### src/inc/mfe_pkg.sv
// Constants, register map and field positions for the modem front end data port.
// Assumes a 200 MHz system clock and a plain strobe-based register port.
//
// Contract
// Strap low selects half-duplex port, strap high selects full-duplex port.
// Half-duplex: device is slave; full-duplex: device is master and drives timing.
// Half-duplex uses one two-way word bus; full-duplex uses six-bit nibble buses.
// Host clocks equal the oscillator frequency in half-duplex; phase arbitrary.
// Half-duplex format defaults straight binary; transmit and receive switch independently.
// Half-duplex transmit and receive each choose rising or falling clock edge.
// A configuration bit floats the half-duplex bus outputs.
// Bus captures words only with transmit enable high, receive enable low, clock running.
// Host keeps transmit clock running six cycles after transmit enable falls.
// After enable falls, 43 or 96 clocks flush zeros; bus data ignored.
// Device drives bus while receive enable high and clock runs; floats when both low.
// Half-duplex default gain port updates receive gain from upper three bits, mapped.
// Full-duplex words default two's complement; option selects straight binary.
// Full-duplex drives receive clock pin at twice the converter sample rate.
// Full-duplex pairs of nibbles assemble into one word for the interpolator.
// Gain select steers a transmit nibble into the receive gain register.
// Nibbles sampled on internal sampling clock rising edge; buffered copy on pin.
// Nibble with sync low is the upper part; next with sync high the lower.
// One option inverts the sampling clock only; another inverts the pin clock.
// A configuration bit reverses nibble order, first nibble taken as lower part.
// Nibble widths default six and four bits, option five and five, aligned to bit 5.
// While sync stays low, the last transmit word is reused until a new word.
// Mode strap is taken once after reset and held static.
package mfe_pkg;
   // ==========================================================
   // Widths
   localparam int unsigned WORD_W = 12;
   localparam int unsigned NIB_W = 6;
   localparam int unsigned ADDR_W = 8;
   localparam int unsigned DATA_W = 32;
   localparam int unsigned SYNC_W = 31;
   // ==========================================================
   // Register offsets (byte addresses)
   localparam logic [7:0] OFS_CFG_HD = 8'h00;
   localparam logic [7:0] OFS_CFG_FD = 8'h04;
   localparam logic [7:0] OFS_STATUS = 8'h08;
   localparam logic [7:0] OFS_LAST_WORD = 8'h0c;
   // ==========================================================
   // Half-duplex configuration fields
   localparam int unsigned HD_TX_TWOS = 0;
   localparam int unsigned HD_RX_TWOS = 1;
   localparam int unsigned HD_TX_FALL = 2;
   localparam int unsigned HD_RX_FALL = 3;
   localparam int unsigned HD_TRISTATE = 4;
   localparam int unsigned HD_INTERP4 = 5;
   localparam int unsigned HD_GAIN_FULL = 6;
   localparam logic [7:0] RST_CFG_HD = 8'h20;
   // ==========================================================
   // Full-duplex configuration fields
   localparam int unsigned FD_STRAIGHT = 0;
   localparam int unsigned FD_TX_INV = 1;
   localparam int unsigned FD_RECEIVE_CLOCK_PIN_INV = 2;
   localparam int unsigned FD_LS_FIRST = 3;
   localparam int unsigned FD_W5 = 4;
   localparam logic [7:0] RST_CFG_FD = 8'h00;
   // ==========================================================
   // Status fields
   localparam int unsigned ST_MODE_FD = 0;
   localparam int unsigned ST_FLUSH = 1;
   localparam int unsigned ST_BUS_OE = 2;
   localparam int unsigned ST_GAIN_LSB = 8;
   // ==========================================================
   // Counts and times
   localparam logic [6:0] FLUSH_2X = 7'h2b;
   localparam logic [6:0] FLUSH_4X = 7'h60;
   localparam int unsigned CLK_PERIOD_PS = 5000;
   localparam int unsigned RUN_TIMEOUT_NS = 1000;
   localparam logic [7:0] RUN_CYC = 8'((RUN_TIMEOUT_NS * 1000) / CLK_PERIOD_PS);
   localparam logic [3:0] FD_HALF_CYC = 4'h2;
endpackage

### src/hw/mfe_sync.sv
// Two-stage synchroniser for a vector of independent pin levels.
// Assumes each bit is a level; multi-bit words must be stable around their strobe.
`timescale 1ns/1ps
module mfe_sync
#(
   parameter int unsigned W = 1
)
(
   input wire logic clk_i,
   input wire logic rst_i,
   input wire logic [W-1:0] d_i,
   output logic [W-1:0] q_o
);
   // ==========================================================
   // State
   typedef struct packed
   {
      logic [W-1:0] meta;
      logic [W-1:0] held;
   } mfe_sync_st_t;

   mfe_sync_st_t q;
   mfe_sync_st_t d;

   // First stage is read only by the second stage
   always_comb
   begin
      d.meta = d_i;
      d.held = q.meta;
   end

   always_ff @(posedge clk_i)
   begin
      if (rst_i)
      begin
         q <= '0;
      end
      else
      begin
         q <= d;
      end
   end

   assign q_o = q.held;
endmodule

### src/hw/mfe_data_port.sv
// Modem front end data port: half-duplex word bus and full-duplex nibble port.
// Assumes pins arrive asynchronously and the converter side runs on SYS_CLK_I.
//
// The register addresses and the strobed register port were chosen for this implementation.
`timescale 1ns/1ps
module mfe_data_port
   import mfe_pkg::*;
(
   input wire logic SYS_CLK_I,
   input wire logic RST_I,
   input wire logic MODE_STRAP_I,
   input wire logic [mfe_pkg::ADDR_W-1:0] REG_ADDR_I,
   input wire logic [mfe_pkg::DATA_W-1:0] REG_WDATA_I,
   input wire logic REG_WR_I,
   input wire logic REG_RD_I,
   output logic [mfe_pkg::DATA_W-1:0] REG_RDATA_O,
   input wire logic [mfe_pkg::WORD_W-1:0] SHARED_WORD_BUS_I,
   output logic [mfe_pkg::WORD_W-1:0] SHARED_WORD_BUS_O,
   output logic SHARED_WORD_BUS_OE_O,
   input wire logic TRANSMIT_ENABLE_PIN_I,
   input wire logic RECEIVE_ENABLE_PIN_I,
   input wire logic TRANSMIT_CLOCK_PIN_I,
   input wire logic RECEIVE_CLOCK_PIN_I,
   output logic RECEIVE_CLOCK_PIN_O,
   output logic RECEIVE_CLOCK_PIN_OE_O,
   input wire logic [mfe_pkg::NIB_W-1:0] GAIN_CONTROL_PORT_I,
   input wire logic [mfe_pkg::NIB_W-1:0] TX_NIBBLE_I,
   input wire logic TRANSMIT_NIBBLE_SYNC_I,
   input wire logic GAIN_SELECT_I,
   input wire logic [mfe_pkg::WORD_W-1:0] ADC_WORD_I,
   output logic [mfe_pkg::WORD_W-1:0] DAC_WORD_O,
   output logic DAC_VALID_O,
   output logic [mfe_pkg::NIB_W-1:0] RX_GAIN_O,
   output logic FLUSH_ACTIVE_O
);
   import mfe_pkg::*;

   // ==========================================================
   // Functions
   // Internal words are two's complement; straight binary differs in the sign bit
   function automatic logic [WORD_W-1:0] fmt(input logic [WORD_W-1:0] w, input logic twos);
      fmt = twos ? w : {~w[WORD_W-1], w[WORD_W-2:0]};
   endfunction

   function automatic logic edge_of(input logic cur, input logic prev, input logic fall);
      edge_of = fall ? (prev & ~cur) : (cur & ~prev);
   endfunction

   // Three-bit gain code to six-bit gain register, code is gain plus 12 dB
   function automatic logic [NIB_W-1:0] gain_map(input logic [2:0] code);
      case (code)
         3'h0: gain_map = 6'h02;
         3'h1: gain_map = 6'h02;
         3'h2: gain_map = 6'h0a;
         3'h3: gain_map = 6'h12;
         3'h4: gain_map = 6'h1a;
         3'h5: gain_map = 6'h22;
         3'h6: gain_map = 6'h2a;
         default: gain_map = 6'h32;
      endcase
   endfunction

   // Result sits in the top ten bits so both widths keep the sign bit at the top
   function automatic logic [WORD_W-1:0] assemble(input logic [NIB_W-1:0] first,
      input logic [NIB_W-1:0] second, input logic ls_first, input logic w5);
      logic [NIB_W-1:0] msn;
      logic [NIB_W-1:0] lsn;
      msn = ls_first ? second : first;
      lsn = ls_first ? first : second;
      if (w5)
      begin
         assemble = {msn[5:1], lsn[5:1], 2'h0};
      end
      else
      begin
         assemble = {msn[5:0], lsn[5:2], 2'h0};
      end
   endfunction

   // ==========================================================
   // Pin synchronisers
   logic [SYNC_W-1:0] pins_raw;
   logic [SYNC_W-1:0] pins_s;
   logic strap_s;
   logic transmit_enable_pin_s;
   logic receive_enable_pin_s;
   logic transmit_clock_pin_s;
   logic receive_clock_pin_s;
   logic sync_s;
   logic gsel_s;
   logic [NIB_W-1:0] gport_s;
   logic [NIB_W-1:0] nib_s;
   logic [WORD_W-1:0] bus_s;

   assign pins_raw = {SHARED_WORD_BUS_I, TX_NIBBLE_I, GAIN_CONTROL_PORT_I, GAIN_SELECT_I,
      TRANSMIT_NIBBLE_SYNC_I, RECEIVE_CLOCK_PIN_I, TRANSMIT_CLOCK_PIN_I,
      RECEIVE_ENABLE_PIN_I, TRANSMIT_ENABLE_PIN_I, MODE_STRAP_I};

   mfe_sync #(.W(SYNC_W)) u_sync
   (
      .clk_i(SYS_CLK_I),
      .rst_i(RST_I),
      .d_i(pins_raw),
      .q_o(pins_s)
   );

   assign strap_s = pins_s[0];
   assign transmit_enable_pin_s = pins_s[1];
   assign receive_enable_pin_s = pins_s[2];
   assign transmit_clock_pin_s = pins_s[3];
   assign receive_clock_pin_s = pins_s[4];
   assign sync_s = pins_s[5];
   assign gsel_s = pins_s[6];
   assign gport_s = pins_s[12:7];
   assign nib_s = pins_s[18:13];
   assign bus_s = pins_s[30:19];

   // ==========================================================
   // State
   typedef struct packed
   {
      logic [1:0] boot;
      logic mode_ok;
      logic mode_fd;
      logic [7:0] cfg_hd;
      logic [7:0] cfg_fd;
      logic [DATA_W-1:0] rdata;
      logic txc;
      logic rxc;
      logic transmit_enable_pin_p;
      logic flushing;
      logic [6:0] flush_cnt;
      logic [7:0] rx_idle;
      logic [WORD_W-1:0] bus_o;
      logic bus_oe;
      logic [WORD_W-1:0] dac;
      logic dac_v;
      logic [WORD_W-1:0] last_word;
      logic [NIB_W-1:0] first_nib;
      logic have_first;
      logic prev_sync;
      logic [NIB_W-1:0] gain;
      logic [3:0] div;
      logic clk_int;
      logic prev_sclk;
      logic pin_o;
      logic pin_oe;
   } mfe_state_t;

   mfe_state_t q;
   mfe_state_t d;

   logic tx_edge;
   logic rx_edge;
   logic sclk;
   logic s_edge;
   logic [WORD_W-1:0] hd_word;
   logic [WORD_W-1:0] fd_word;

   assign tx_edge = edge_of(transmit_clock_pin_s, q.txc, q.cfg_hd[HD_TX_FALL]);
   assign rx_edge = edge_of(receive_clock_pin_s, q.rxc, q.cfg_hd[HD_RX_FALL]);
   // Sampling clock follows the pin clock, optionally inverted for transmit only
   assign sclk = q.clk_int ^ q.cfg_fd[FD_RECEIVE_CLOCK_PIN_INV] ^ q.cfg_fd[FD_TX_INV];
   assign s_edge = q.mode_fd & sclk & ~q.prev_sclk;
   assign hd_word = fmt(bus_s, q.cfg_hd[HD_TX_TWOS]);
   assign fd_word = fmt(assemble(q.first_nib, nib_s, q.cfg_fd[FD_LS_FIRST], q.cfg_fd[FD_W5]),
      ~q.cfg_fd[FD_STRAIGHT]);

   // ==========================================================
   // Next state
   always_comb
   begin
      d = q;
      d.dac_v = 1'b0;
      d.rdata = '0;
      d.txc = transmit_clock_pin_s;
      d.rxc = receive_clock_pin_s;
      d.transmit_enable_pin_p = transmit_enable_pin_s;
      d.prev_sclk = sclk;
      // Strap taken once; switching modes mid-traffic would corrupt both paths
      // Synchroniser restarts from zero with reset, so wait until the strap has passed it
      if (!q.mode_ok)
      begin
         if (q.boot == 2'h2)
         begin
            d.mode_ok = 1'b1;
            d.mode_fd = strap_s;
         end
         else
         begin
            d.boot = q.boot + 2'h1;
         end
      end
      if (REG_WR_I)
      begin
         case (REG_ADDR_I)
            OFS_CFG_HD: d.cfg_hd = REG_WDATA_I[7:0];
            OFS_CFG_FD: d.cfg_fd = REG_WDATA_I[7:0];
            default: ;
         endcase
      end
      if (REG_RD_I)
      begin
         case (REG_ADDR_I)
            OFS_CFG_HD: d.rdata = {24'h0, q.cfg_hd};
            OFS_CFG_FD: d.rdata = {24'h0, q.cfg_fd};
            OFS_STATUS:
            begin
               d.rdata[ST_MODE_FD] = q.mode_fd;
               d.rdata[ST_FLUSH] = q.flushing;
               d.rdata[ST_BUS_OE] = q.bus_oe;
               d.rdata[ST_GAIN_LSB +: NIB_W] = q.gain;
            end
            OFS_LAST_WORD: d.rdata = {20'h0, q.dac};
            default: d.rdata = '0;
         endcase
      end
      if (!q.mode_fd)
      begin
         // Half-duplex: host clocks the port, device never drives the clock pin
         d.pin_oe = 1'b0;
         d.pin_o = 1'b0;
         if (tx_edge)
         begin
            if (transmit_enable_pin_s && !receive_enable_pin_s)
            begin
               d.dac = hd_word;
               d.dac_v = 1'b1;
               d.flushing = 1'b0;
            end
            else if (q.flushing)
            begin
               // Bus content is ignored while zeros are pushed through
               d.dac = '0;
               d.dac_v = 1'b1;
               d.flush_cnt = q.flush_cnt - 7'h1;
               if (q.flush_cnt == 7'h1)
               begin
                  d.flushing = 1'b0;
               end
            end
         end
         // Flush length covers the six drain clocks the host supplies as well
         if (q.transmit_enable_pin_p && !transmit_enable_pin_s)
         begin
            d.flushing = 1'b1;
            d.flush_cnt = q.cfg_hd[HD_INTERP4] ? FLUSH_4X : FLUSH_2X;
         end
         if (rx_edge)
         begin
            d.rx_idle = '0;
            if (receive_enable_pin_s)
            begin
               d.bus_o = fmt(ADC_WORD_I, q.cfg_hd[HD_RX_TWOS]);
            end
         end
         else if (q.rx_idle != RUN_CYC)
         begin
            d.rx_idle = q.rx_idle + 8'h1;
         end
         // A stopped receive clock releases the bus so no stale word is held
         d.bus_oe = receive_enable_pin_s && (q.rx_idle != RUN_CYC) && !q.cfg_hd[HD_TRISTATE];
         if (q.cfg_hd[HD_GAIN_FULL])
         begin
            d.gain = gport_s;
         end
         else
         begin
            d.gain = gain_map(gport_s[5:3]);
         end
      end
      else
      begin
         // Full-duplex: device divides its own clock and drives the pin
         d.bus_oe = 1'b0;
         d.flushing = 1'b0;
         if (q.div == FD_HALF_CYC - 4'h1)
         begin
            d.div = '0;
            d.clk_int = ~q.clk_int;
         end
         else
         begin
            d.div = q.div + 4'h1;
         end
         d.pin_o = d.clk_int ^ q.cfg_fd[FD_RECEIVE_CLOCK_PIN_INV];
         d.pin_oe = 1'b1;
         if (s_edge)
         begin
            d.prev_sync = sync_s;
            if (gsel_s && !sync_s)
            begin
               d.gain = nib_s;
            end
            else if (!sync_s)
            begin
               if (!q.prev_sync && q.have_first)
               begin
                  d.dac = q.last_word;
                  d.dac_v = 1'b1;
               end
               d.first_nib = nib_s;
               d.have_first = 1'b1;
            end
            else if (q.have_first)
            begin
               d.dac = fd_word;
               d.last_word = fd_word;
               d.dac_v = 1'b1;
               d.have_first = 1'b0;
            end
         end
      end
   end

   always_ff @(posedge SYS_CLK_I)
   begin
      if (RST_I)
      begin
         q <= '0;
         q.cfg_hd <= RST_CFG_HD;
         q.cfg_fd <= RST_CFG_FD;
      end
      else
      begin
         q <= d;
      end
   end

   assign REG_RDATA_O = q.rdata;
   assign SHARED_WORD_BUS_O = q.bus_o;
   assign SHARED_WORD_BUS_OE_O = q.bus_oe;
   assign RECEIVE_CLOCK_PIN_O = q.pin_o;
   assign RECEIVE_CLOCK_PIN_OE_O = q.pin_oe;
   assign DAC_WORD_O = q.dac;
   assign DAC_VALID_O = q.dac_v;
   assign RX_GAIN_O = q.gain;
   assign FLUSH_ACTIVE_O = q.flushing;

   // ==========================================================
   // Checks
   property p_mode_sel;
      @(posedge SYS_CLK_I) disable iff (RST_I)
      (!$past(q.mode_ok) && q.mode_ok) |-> (q.mode_fd == $past(strap_s));
   endproperty
   a_mode_sel: assert property (p_mode_sel) else $error("mode not taken from strap");

   property p_mode_static;
      @(posedge SYS_CLK_I) disable iff (RST_I)
      (q.mode_ok && $past(q.mode_ok)) |-> $stable(q.mode_fd);
   endproperty
   a_mode_static: assert property (p_mode_static) else $error("mode changed");

   property p_clk_master;
      @(posedge SYS_CLK_I) disable iff (RST_I)
      (q.mode_ok && $past(q.mode_ok)) |-> (q.pin_oe == q.mode_fd);
   endproperty
   a_clk_master: assert property (p_clk_master) else $error("clock pin drive wrong");

   property p_fd_toggle;
      @(posedge SYS_CLK_I) disable iff (RST_I)
      (q.mode_fd && q.div == FD_HALF_CYC - 4'h1) |=> (q.clk_int != $past(q.clk_int)) ##1
      $stable(q.clk_int);
   endproperty
   a_fd_toggle: assert property (p_fd_toggle) else $error("link clock period wrong");

   property p_float;
      @(posedge SYS_CLK_I) disable iff (RST_I)
      (!transmit_enable_pin_s && !receive_enable_pin_s) |=> !q.bus_oe;
   endproperty
   a_float: assert property (p_float) else $error("bus driven with both enables low");

   property p_tristate;
      @(posedge SYS_CLK_I) disable iff (RST_I)
      q.cfg_hd[HD_TRISTATE] |=> !q.bus_oe;
   endproperty
   a_tristate: assert property (p_tristate) else $error("bus driven while floated");

   property p_tx_capture;
      @(posedge SYS_CLK_I) disable iff (RST_I)
      (!q.mode_fd && tx_edge && transmit_enable_pin_s && !receive_enable_pin_s) |=> (q.dac_v && q.dac == $past(hd_word));
   endproperty
   a_tx_capture: assert property (p_tx_capture) else $error("transmit word not captured");

   property p_flush_len;
      @(posedge SYS_CLK_I) disable iff (RST_I)
      (!q.mode_fd && q.transmit_enable_pin_p && !transmit_enable_pin_s) |=> (q.flushing &&
      q.flush_cnt == ($past(q.cfg_hd[HD_INTERP4]) ? FLUSH_4X : FLUSH_2X));
   endproperty
   a_flush_len: assert property (p_flush_len) else $error("flush length wrong");

   property p_hd_gain;
      @(posedge SYS_CLK_I) disable iff (RST_I)
      (!q.mode_fd && !q.cfg_hd[HD_GAIN_FULL]) |=> (q.gain == gain_map($past(gport_s[5:3])));
   endproperty
   a_hd_gain: assert property (p_hd_gain) else $error("gain mapping wrong");

   property p_gain_steer;
      @(posedge SYS_CLK_I) disable iff (RST_I)
      (s_edge && gsel_s && !sync_s) |=> (q.gain == $past(nib_s) && !q.dac_v);
   endproperty
   a_gain_steer: assert property (p_gain_steer) else $error("gain nibble leaked");

   property p_assemble;
      @(posedge SYS_CLK_I) disable iff (RST_I)
      (s_edge && sync_s && q.have_first) |=> (q.dac_v && q.dac == $past(fd_word));
   endproperty
   a_assemble: assert property (p_assemble) else $error("word assembly wrong");

   property p_reuse;
      @(posedge SYS_CLK_I) disable iff (RST_I)
      (s_edge && !sync_s && !gsel_s && !q.prev_sync && q.have_first) |=>
      (q.dac_v && q.dac == $past(q.last_word));
   endproperty
   a_reuse: assert property (p_reuse) else $error("last word not reused");
endmodule

### config.mk
export PLATFORM = sky130hd
export DESIGN_NAME = mfe_data_port
export DESIGN_NICKNAME = d
export VERILOG_FILES = /design/src/inc/mfe_pkg.sv /design/src/hw/mfe_sync.sv /design/src/hw/mfe_data_port.sv
export SDC_FILE = /design/constraint.sdc
export NUM_CORES = 1
export LEC_CHECK = 0
export ABC_AREA = 1
export ABC_CLOCK_PERIOD_IN_PS = 1900
export BUFFER_PORTS_ARGS = -buffer_cell sky130_fd_sc_hd__buf_2
export CAP_MARGIN = 20
export CORE_AREA = 3 3 94 162
export CTS_BUF_LIST = sky130_fd_sc_hd__clkbuf_16
export CTS_CLUSTER_SIZE = 28
export DETAILED_ROUTE_END_ITERATION = 7
export DIE_AREA = 0 0 97 165
export GPL_TIMING_DRIVEN = 0
export PLACE_DENSITY_LB_ADDON = 0.1
export RECOVER_POWER = 50
export SLEW_MARGIN = 20
export SYNTH_ARGS = -nofsm -noshare
export SYNTH_HDL_FRONTEND = slang
export SYNTH_SLANG_ARGS = --single-unit
### constraint.sdc
create_clock -name SYS_CLK_I -period 1.9 [get_ports SYS_CLK_I]
set_input_delay 0.38 -clock SYS_CLK_I [delete_from_list [all_inputs] [get_ports SYS_CLK_I]]
set_output_delay 0.38 -clock SYS_CLK_I [all_outputs]
set_load 0.01 [all_outputs]
==> flow_summary.json, run 1 <==
{
  "status": "finished clean",
  "syn_area_sq_um": 7620,
  "hold_buffers": 0,
  "n_fill_cell": 1365,
  "drc_errors": 0,
  "gp_congestion": 0.947,
  "slew_headroom": 0.383,
  "drt_first_pass_iters": 8,
  "dieArea_sq_um": 16000,
  "crit_required_ps": 2190,
  "clockBufferDepth": 2,
  "cts-resized-gates": 0,
  "area.growth.synth_to_final_pct": 17.4,
  "slew_viol_final": 0,
  "async_flop_share": 0,
  "grt_pass1_vias": 6483,
  "drv_cap": 0,
  "endpoint_kind": "register",
  "ys_seq_area_frac": 0.454,
  "num_vias": 6891,
  "power.total_mw": 7.97,
  "initial_utilization": 0.543,
  "syn_inst": 1073,
  "sw_frac_of_total": 0.273,
  "core_area_sq_um": 14000,
  "fin_skew_ps": 9.71,
  "die-height_um": 165,
  "drt-initial-drc-count": 319,
  "clkTransAtPathRegs_ps": 70,
  "cts.sinks": 173,
  "seqPwrFrac": 0.490,
  "hold_path.class": "in -> reg",
  "grt_pass1_wl_mm": 31.0,
  "grt_max_degree": 17,
  "synth-main-ff-cell": "dfxtp_1",
  "hold-worst-slack_ps": 152,
  "cts_buffers": 17,
  "grt_setup_unrepaired": "false",
  "drive_gt1_frac": 0.170,
  "critPathMaxStageDelay_ps": 480,
  "final_area_sq_um": 8950,
  "post-dp-hpwl_mm": 14.7,
  "leakagePower_nw": 4.12,
  "ir_drop_uv": 622,
  "final_hold_viol_count": 0,
  "ios": 154,
  "antenna_cells": 0,
  "critical_path_buf_inv_count": 1,
  "p_clk_frac": 0.392,
  "synth.distinct_cells": 39,
  "synth_edf_count": 0,
  "cp-start-kind": "register",
  "htree_levels": 4,
  "internal_power_mw": 5.79,
  "setup_viol": 0,
  "slowest_stage": "dfxtp_1",
  "portBuffers": 110,
  "grt_antenna_before_repair": 0,
  "synth_seq_cells": 173,
  "num_rows": 57,
  "regToRegSetupSlack_ps": 110,
  "worst_pin_slew_ps": 919,
  "combPwrFrac": 0.119,
  "cts_setup_buffers": 0,
  "yosys.area.top_type_share": 0.454,
  "cp_cell_sequence": "inv_2, nor2_4, nand4_1, a21oi_1, nor2_1",
  "cts_tree": "built",
  "fmaxAchievable_ghz": 0.560,
  "drt-vias-per-instance": 4.89,
  "fin_util": 0.637,
  "yosysMostFrequentCell": "nand2_1",
  "synth_top_area_cell": "dfxtp_1",
  "drt_wl_total_mm": 19.3,
  "cp.arrival_ps": 2080,
  "cpLargestDelayFamily": "simple AND/OR/NAND/NOR gates",
  "ys_top_cells_by_count": "nand2_1 (196), nor2_1 (192), dfxtp_1 (173)",
  "placed_cell_area_sq_um": 8460,
  "wl_per_cell_um": 13.7,
  "clkLatencyLatePin_ps": 420,
  "power.density_nw_per_um2": 890,
  "power.switching_mw": 2.18,
  "cts_root_buffer": "clkbuf_16",
  "period_needed_ps": 1790,
  "fp.dieW_um": 97,
  "track_usage": 0.244,
  "min_period_over_period": 0.940,
  "overflow": 0,
  "worstSetupPathType": "reg -> reg",
  "postRouteAntennaNets": 0,
  "yosysWarnings": 0,
  "fin_nets": 1311,
  "crit_path_max_fanout": 10,
  "avgSynthCellArea_sq_um": 7.11,
  "synthTopCellsByArea": "dfxtp_1 (45%), nand2_1 (9.6%), nor2_1 (9.5%)"
}
metrics by stage:
stage                     setup TNS (ps)  std cells  setup WS [ps]
after global routing                   0       1409         0.0444
final                                  0       1409            114
after global placement             -2910       1377           -175
after floorplan                        0       1090            496
after detailed placement           -2370       1377           -145
after CTS                              0       1409            108
tightest hold or removal path, cell delays in order:
cell	delay (ps)
buf_2	70
inv_1	30
nor2_1	60
power groups by stage:
stage / registers, mW / clock network, mW / logic, mW
floorplan: 3.94 / 0 / 0.664
global placement: 3.97 / 0 / 0.929
detailed placement: 3.98 / 0 / 0.941
CTS: 3.90 / 3.17 / 0.949
global route: 3.91 / 3.31 / 1.08
finish: 3.90 / 3.12 / 0.947
flip-flops by register name, indices dropped and copies added, names as in the netlist:
name	count
DAC_VALID_O	1
DAC_WORD_O	12
FLUSH_ACTIVE_O	1
RECEIVE_CLOCK_PIN_O	1
RECEIVE_CLOCK_PIN_OE_O	1
REG_RDATA_O	14
RX_GAIN_O	6
SHARED_WORD_BUS_O	12
SHARED_WORD_BUS_OE_O	1
q	62
u_sync.d	31
u_sync.q_o	31
cells by family after synthesis:
| kind of cell | count (synthesis) | synth area share |
|---|---|---|
| simple gates | 522 | 0.294 |
| buf+inv | 248 | 0.157 |
| flops | 173 | 0.454 |
| compound gates | 120 | 0.0814 |
| fa+ha+maj | 5 | 0.00820 |
| xor+xnor | 4 | 0.00460 |
| other cells | 1 | 0.000492 |
path summary, 6_finish.rpt:
kind                     startpoint              to  cells after the start
max reg2reg                  q[127]           q[28]                      5
min reg2reg            u_sync.d[19]  u_sync.q_o[19]                      2
min          GAIN_CONTROL_PORT_I[3]    u_sync.d[10]                      3
max                          q[127]           q[28]                      5
cells in the final DEF (no fill, tap or decap), types with 12 or more instances in the layout:
cell       count
nand2_1      196
nor2_1       193
dfxtp_1      173
inv_1        150
buf_2         81
nand3_1       68
a21oi_1       62
buf_4         55
clkbuf_1      51
o21ai_0       50
nand4_1       25
conb_1        18
clkbuf_16     17
clkbuf_4      12
metal layers:
metal,track usage,wire [um]
met3,0.0406,883
met1,0.250,7220
met4,0.144,1110
met5,0,0
met2,0.462,10100
layout make-up:
class	count	area [sq um]	share of cell area
inverters	152	571	0.0637
plain buffers	96	632	0.0706
clock inverters	15	98.8	0.0110
multi-input cells	669	3040	0.339
flip-flops and latches	173	3460	0.387
clock buffers	17	425	0.0475
well taps	177	221	0.0247
repair buffers	110	504	0.0563
No activity file was read; power rests on OpenSTA's default activity.
==> run 2: changes to the inputs <==
--- a/config.mk
+++ b/config.mk
@@ -10,3 +10,2 @@
 export BUFFER_PORTS_ARGS = -buffer_cell sky130_fd_sc_hd__buf_2
-export CAP_MARGIN = 20
 export CORE_AREA = 3 3 94 162
--- a/constraint.sdc
+++ b/constraint.sdc
@@ -3,2 +3,2 @@
 set_output_delay 0.38 -clock SYS_CLK_I [all_outputs]
-set_load 0.01 [all_outputs]
+set_load 0.1 [all_outputs]
==> flow_summary.json, run 2 (synthesized netlist as in run 1, its figures left out) <==
{
  "grt_setup_unrepaired": "false",
  "num_rows": 57,
  "crit_required_ps": 1520,
  "num_vias": 6867,
  "final_hold_viol_count": 0,
  "postRouteAntennaNets": 0,
  "ios": 154,
  "holdPathStages": 3,
  "hold_buffers": 0,
  "crit_path_start": "DAC_WORD_O[0]",
  "reg2regPathDepth": 8,
  "cp_cell_sequence": "buf_4, buf_2",
  "initial_utilization": 0.543,
  "slowest_stage": "dfxtp_1",
  "leakagePower_nw": 4.30,
  "drc_errors": 0,
  "worst_pin_slew_ps": 952,
  "slew_viol_final": 0,
  "portBuffers": 110,
  "worstSetupPathType": "reg -> out",
  "status": "finished clean",
  "core_area_sq_um": 14000,
  "cts_root_buffer": "clkbuf_16",
  "cts_buffers": 17,
  "sw_frac_of_total": 0.295,
  "post-place-cells": 1377,
  "combPwrFrac": 0.155,
  "drt-vias-per-instance": 4.87,
  "hold_path.class": "in -> reg",
  "gp_congestion": 0.911,
  "antenna_cells": 0,
  "htree_levels": 4,
  "final_cell_mix": "nand2_1 (196), nor2_1 (193), dfxtp_1 (172)",
  "crit_path_max_fanout": 3,
  "fp.dieW_um": 97,
  "cp.arrival_ps": 1420,
  "ir_drop_uv": 633,
  "ff_latch_area_sq_um": 3460,
  "grt_max_degree": 17,
  "p_clk_frac": 0.392,
  "cp-start-kind": "register",
  "area.growth.synth_to_final_pct": 18.5,
  "period_needed_ps": 1800,
  "globalRouteMet3Util": 0.0452,
  "reg2reg_from": "q[127]",
  "grtUsageMet1": 0.240,
  "largest_register_ff_count": 62,
  "clockBufferDepth": 2,
  "wl_per_cell_um": 13.5,
  "layout_commonest_cell": "nand2_1",
  "cts_tree": "built",
  "slew_headroom": 0.360,
  "dieArea_sq_um": 16000,
  "min_period_over_period": 0.948,
  "power.switching_mw": 2.54,
  "fin_skew_ps": 8.54,
  "setup_viol": 0,
  "internal_power_mw": 6.06,
  "seqPwrFrac": 0.453,
  "grt_most_used_layer": "met2",
  "drt-initial-drc-count": 389,
  "fin_nets": 1313,
  "grt_pass1_vias": 6446,
  "final_area_sq_um": 9030,
  "placed_cell_area_sq_um": 8460,
  "power.total_mw": 8.60,
  "hp-start": "SHARED_WORD_BUS_I[1]",
  "drive_gt1_frac": 0.196,
  "fin_ws_ps": 99.6,
  "hold-worst-slack_ps": 152,
  "gr-usage-met2": 0.448,
  "top_register": "q",
  "n_fill_cell": 1356,
  "clkLatencyLatePin_ps": 430,
  "post-dp-hpwl_mm": 14.6,
  "multi_input_area_sq_um": 3020,
  "track_usage": 0.241,
  "critPathMaxStageDelay_ps": 440,
  "grt_pass1_wl_mm": 30.2,
  "clkTransAtPathRegs_ps": 70,
  "cts.sinks": 173,
  "drt_wl_total_mm": 19.1,
  "die-height_um": 165,
  "drt_first_pass_iters": 5,
  "endpoint_kind": "primary output",
  "drv_cap": 0,
  "fin_cells": 1411,
  "fmaxAchievable_ghz": 0.555,
  "place_ws_ps": -114,
  "grt_antenna_before_repair": 0,
  "overflow": 0,
  "power.density_nw_per_um2": 953
}
-- run 2: worst paths after layout --
check | slack [ps] | to
worst max register to register | 130 | DAC_WORD_O[9]
worst min register to register | 400 | u_sync.q_o[11]
worst min-delay path | 150 | u_sync.d[20]
worst max-delay path | 100 | DAC_WORD_O[0]
-- run 2: cell type report --
cell class                      count  share of cell area
Sequential cell                   173               0.384
Timing Repair Buffer              112              0.0626
Buffer                             96              0.0688
Clock inverter                     15              0.0161
Inverter                          152              0.0632
Multi-Input combinational cell    669               0.334
Tap cell                          177              0.0245
Clock buffer                       17              0.0471
-- run 2: critical path: cells and delay by family, from the launching register on --
kind / cells / cell delay [ps]
buf+inv: 2 / 550
flops: 1 / 440
-- run 2: metrics by stage --
| step | utilization | setup TNS, ps |
|---|---|---|
| after floorplan | - | 0 |
| after global placement | 0.602 | -2160 |
| after detailed placement | 0.602 | -2490 |
| after CTS | 0.643 | 0 |
| after global routing | 0.643 | 0 |
| final | 0.643 | 0 |
-- run 2: power by group through the flow --
stage / combinational [mW] / sequential (mW) / clock [mW]
finish: 1.34 / 3.90 / 3.37
CTS: 1.34 / 3.89 / 3.42
global placement: 1.32 / 3.97 / 0
global route: 1.46 / 3.91 / 3.56
floorplan: 1.02 / 3.99 / 0
detailed placement: 1.33 / 3.98 / 0
-- run 2: per-layer routing --
| metal | wire [um] | part of all wire |
|---|---|---|
| met3 | 901 | 0.047 |
| met2 | 10100 | 0.53 |
| met4 | 1060 | 0.056 |
| met1 | 7040 | 0.37 |
| met5 | 0 | 0 |
-- run 2: repair_timing --
| item | CTS | global route |
|---|---|---|
| hold endpoints to repair | 0 | 0 |
| endpoints found under the setup margin | 0 | 13 |
| gates resized for setup | 0 | 3 |
| buffers inserted | 0 | 2 |
==> run 3: changes to the inputs <==
CAP_MARGIN = 5   (was not set)
SETUP_SLACK_MARGIN = 0.3   (was not set)
==> flow_summary.json, run 3 (synthesized netlist as in run 1, its figures left out) <==
{
  "status": "finished clean",
  "overflow": 0,
  "whs_endpoint": "u_sync.d[23]",
  "gp_congestion": 0.919,
  "drc_errors": 0,
  "area.growth.synth_to_final_pct": 23.7,
  "portBuffers": 110,
  "wl_per_cell_um": 13.9,
  "clkTransAtPathRegs_ps": 70,
  "ir_drop_uv": 667,
  "cts_root_buffer": "clkbuf_16",
  "combPwrFrac": 0.168,
  "power.density_nw_per_um2": 937,
  "hp-start": "SHARED_WORD_BUS_I[4]",
  "hold_buffers": 0,
  "min_period_over_period": 0.893,
  "drv_cap": 0,
  "internal_power_mw": 6.09,
  "finalSetupTns_ps": 0,
  "crit_path_max_fanout": 10,
  "antenna_cells": 0,
  "cts_buffers": 17,
  "slew_viol_final": 0,
  "cts_tree": "built",
  "fp.dieW_um": 97,
  "final_hold_viol_count": 0,
  "final_cell_mix": "nand2_1 (191), nor2_1 (188), dfxtp_1 (166)",
  "drt_first_pass_iters": 5,
  "sw_frac_of_total": 0.311,
  "seqPwrFrac": 0.441,
  "placed_cell_area_sq_um": 8460,
  "p_clk_frac": 0.390,
  "grt_pass1_vias": 6581,
  "initial_utilization": 0.543,
  "postRouteAntennaNets": 0,
  "drive_gt1_frac": 0.230,
  "grt_pass1_wl_mm": 31.1,
  "reg2reg_from": "q[127]",
  "fin_nets": 1323,
  "ios": 154,
  "grt_antenna_before_repair": 0,
  "post-dp-hpwl_mm": 14.8,
  "clockBufferDepth": 2,
  "die-height_um": 165,
  "period_needed_ps": 1700,
  "cts.sinks": 173,
  "fin_skew_ps": 10.3,
  "dieArea_sq_um": 16000,
  "largest_register_ff_count": 62,
  "clkLatencyLatePin_ps": 430,
  "drt-initial-drc-count": 336,
  "core_area_sq_um": 14000,
  "final_area_sq_um": 9430,
  "slew_headroom": 0.391,
  "drt-vias-per-instance": 4.91,
  "track_usage": 0.246,
  "cp-start-kind": "register",
  "layout_commonest_cell": "nand2_1",
  "n_fill_cell": 1247,
  "crit_required_ps": 2220,
  "grt_max_degree": 18,
  "htree_levels": 4,
  "setup_viol": 0,
  "fmaxAchievable_ghz": 0.589,
  "cp.arrival_ps": 2020,
  "grt_setup_unrepaired": "true",
  "leakagePower_nw": 4.41,
  "endpoint_kind": "register",
  "num_rows": 57,
  "holdPathStages": 3,
  "reg2regPathDepth": 8,
  "num_vias": 6981,
  "top_register": "q",
  "worst_pin_slew_ps": 907,
  "hold_path.class": "in -> reg",
  "reg2reg_to": "DAC_WORD_O[2]",
  "worstSetupPathType": "reg -> reg",
  "drt_wl_total_mm": 19.8,
  "power.switching_mw": 2.75,
  "regToRegSetupSlack_ps": 200
}
run 3: critical path, cell delays in order, from the launching register on:
cell and delay [ps]:
dfxtp_1 500, inv_2 120, nor2_4 220, nand3_4 160, nand2_4 100, buf_6 140, nand3_1 110, nor2_2 180
nor2_1 50
run 3: power groups by stage:
stage	logic (mW)	clock network, mW	registers (mW)
floorplan	1.02	0	3.99
global placement	1.32	0	3.97
detailed placement	1.34	0	3.98
CTS	1.40	3.49	3.90
global route	1.62	3.64	3.92
finish	1.49	3.45	3.90
run 3: layout make-up:
type                    count  area [sq um]  share of cell area
flip-flops and latches    173          3470               0.368
multi-input cells         669          3110               0.330
repair buffers            122           810              0.0858
plain buffers              96           657              0.0696
inverters                 152           573              0.0608
clock buffers              17           425              0.0451
well taps                 177           221              0.0235
clock inverters            15           160              0.0170
run 3: what timing repair did:
| action | in CTS | in global routing |
|---|---|---|
| setup buffers | 3 | 8 |
| pin swaps | 3 | 6 |
| endpoints found under the setup margin | 92 | 56 |
| resized for setup | 74 | 37 |
| cloned | 0 | 1 |
run 3: worst max path at each step:
stage | endpoint | slack [ps] | from | cells past startpoint
2_1_floorplan | DAC_WORD_O[2] | 470 | FLUSH_ACTIVE_O | 8
3_3_place_gp | u_sync.d[27] | -210 | RST_I | 4
3_5_place_dp | u_sync.d[27] | -170 | RST_I | 4
4_1_cts | DAC_WORD_O[0] | 200 | DAC_WORD_O[0] | 2
5_1_grt | DAC_WORD_O[2] | 90 | q[127] | 8
6_report | DAC_WORD_O[2] | 200 | q[127] | 8
run 3: layer usage:
metal	vias up	global-route usage	routed length, um
met2	246	0.464	10400
met3	60	0.0440	950
li1	3583	-	-
met1	3092	0.247	7280
met4	0	0.153	1160
met5	-	0	0
run 3: through the flow:
step                      utilization  instances  setup WS (ps)  hold slack, ps  total power, mW
after floorplan                     -       1090            466             388             5.00
after global placement          0.602       1377           -213             389             5.29
after detailed placement        0.602       1377           -173             392             5.32
after CTS                       0.661       1412            196             138             8.79
after global routing            0.671       1421           94.9             149             9.17
final                           0.671       1421            203             145             8.83
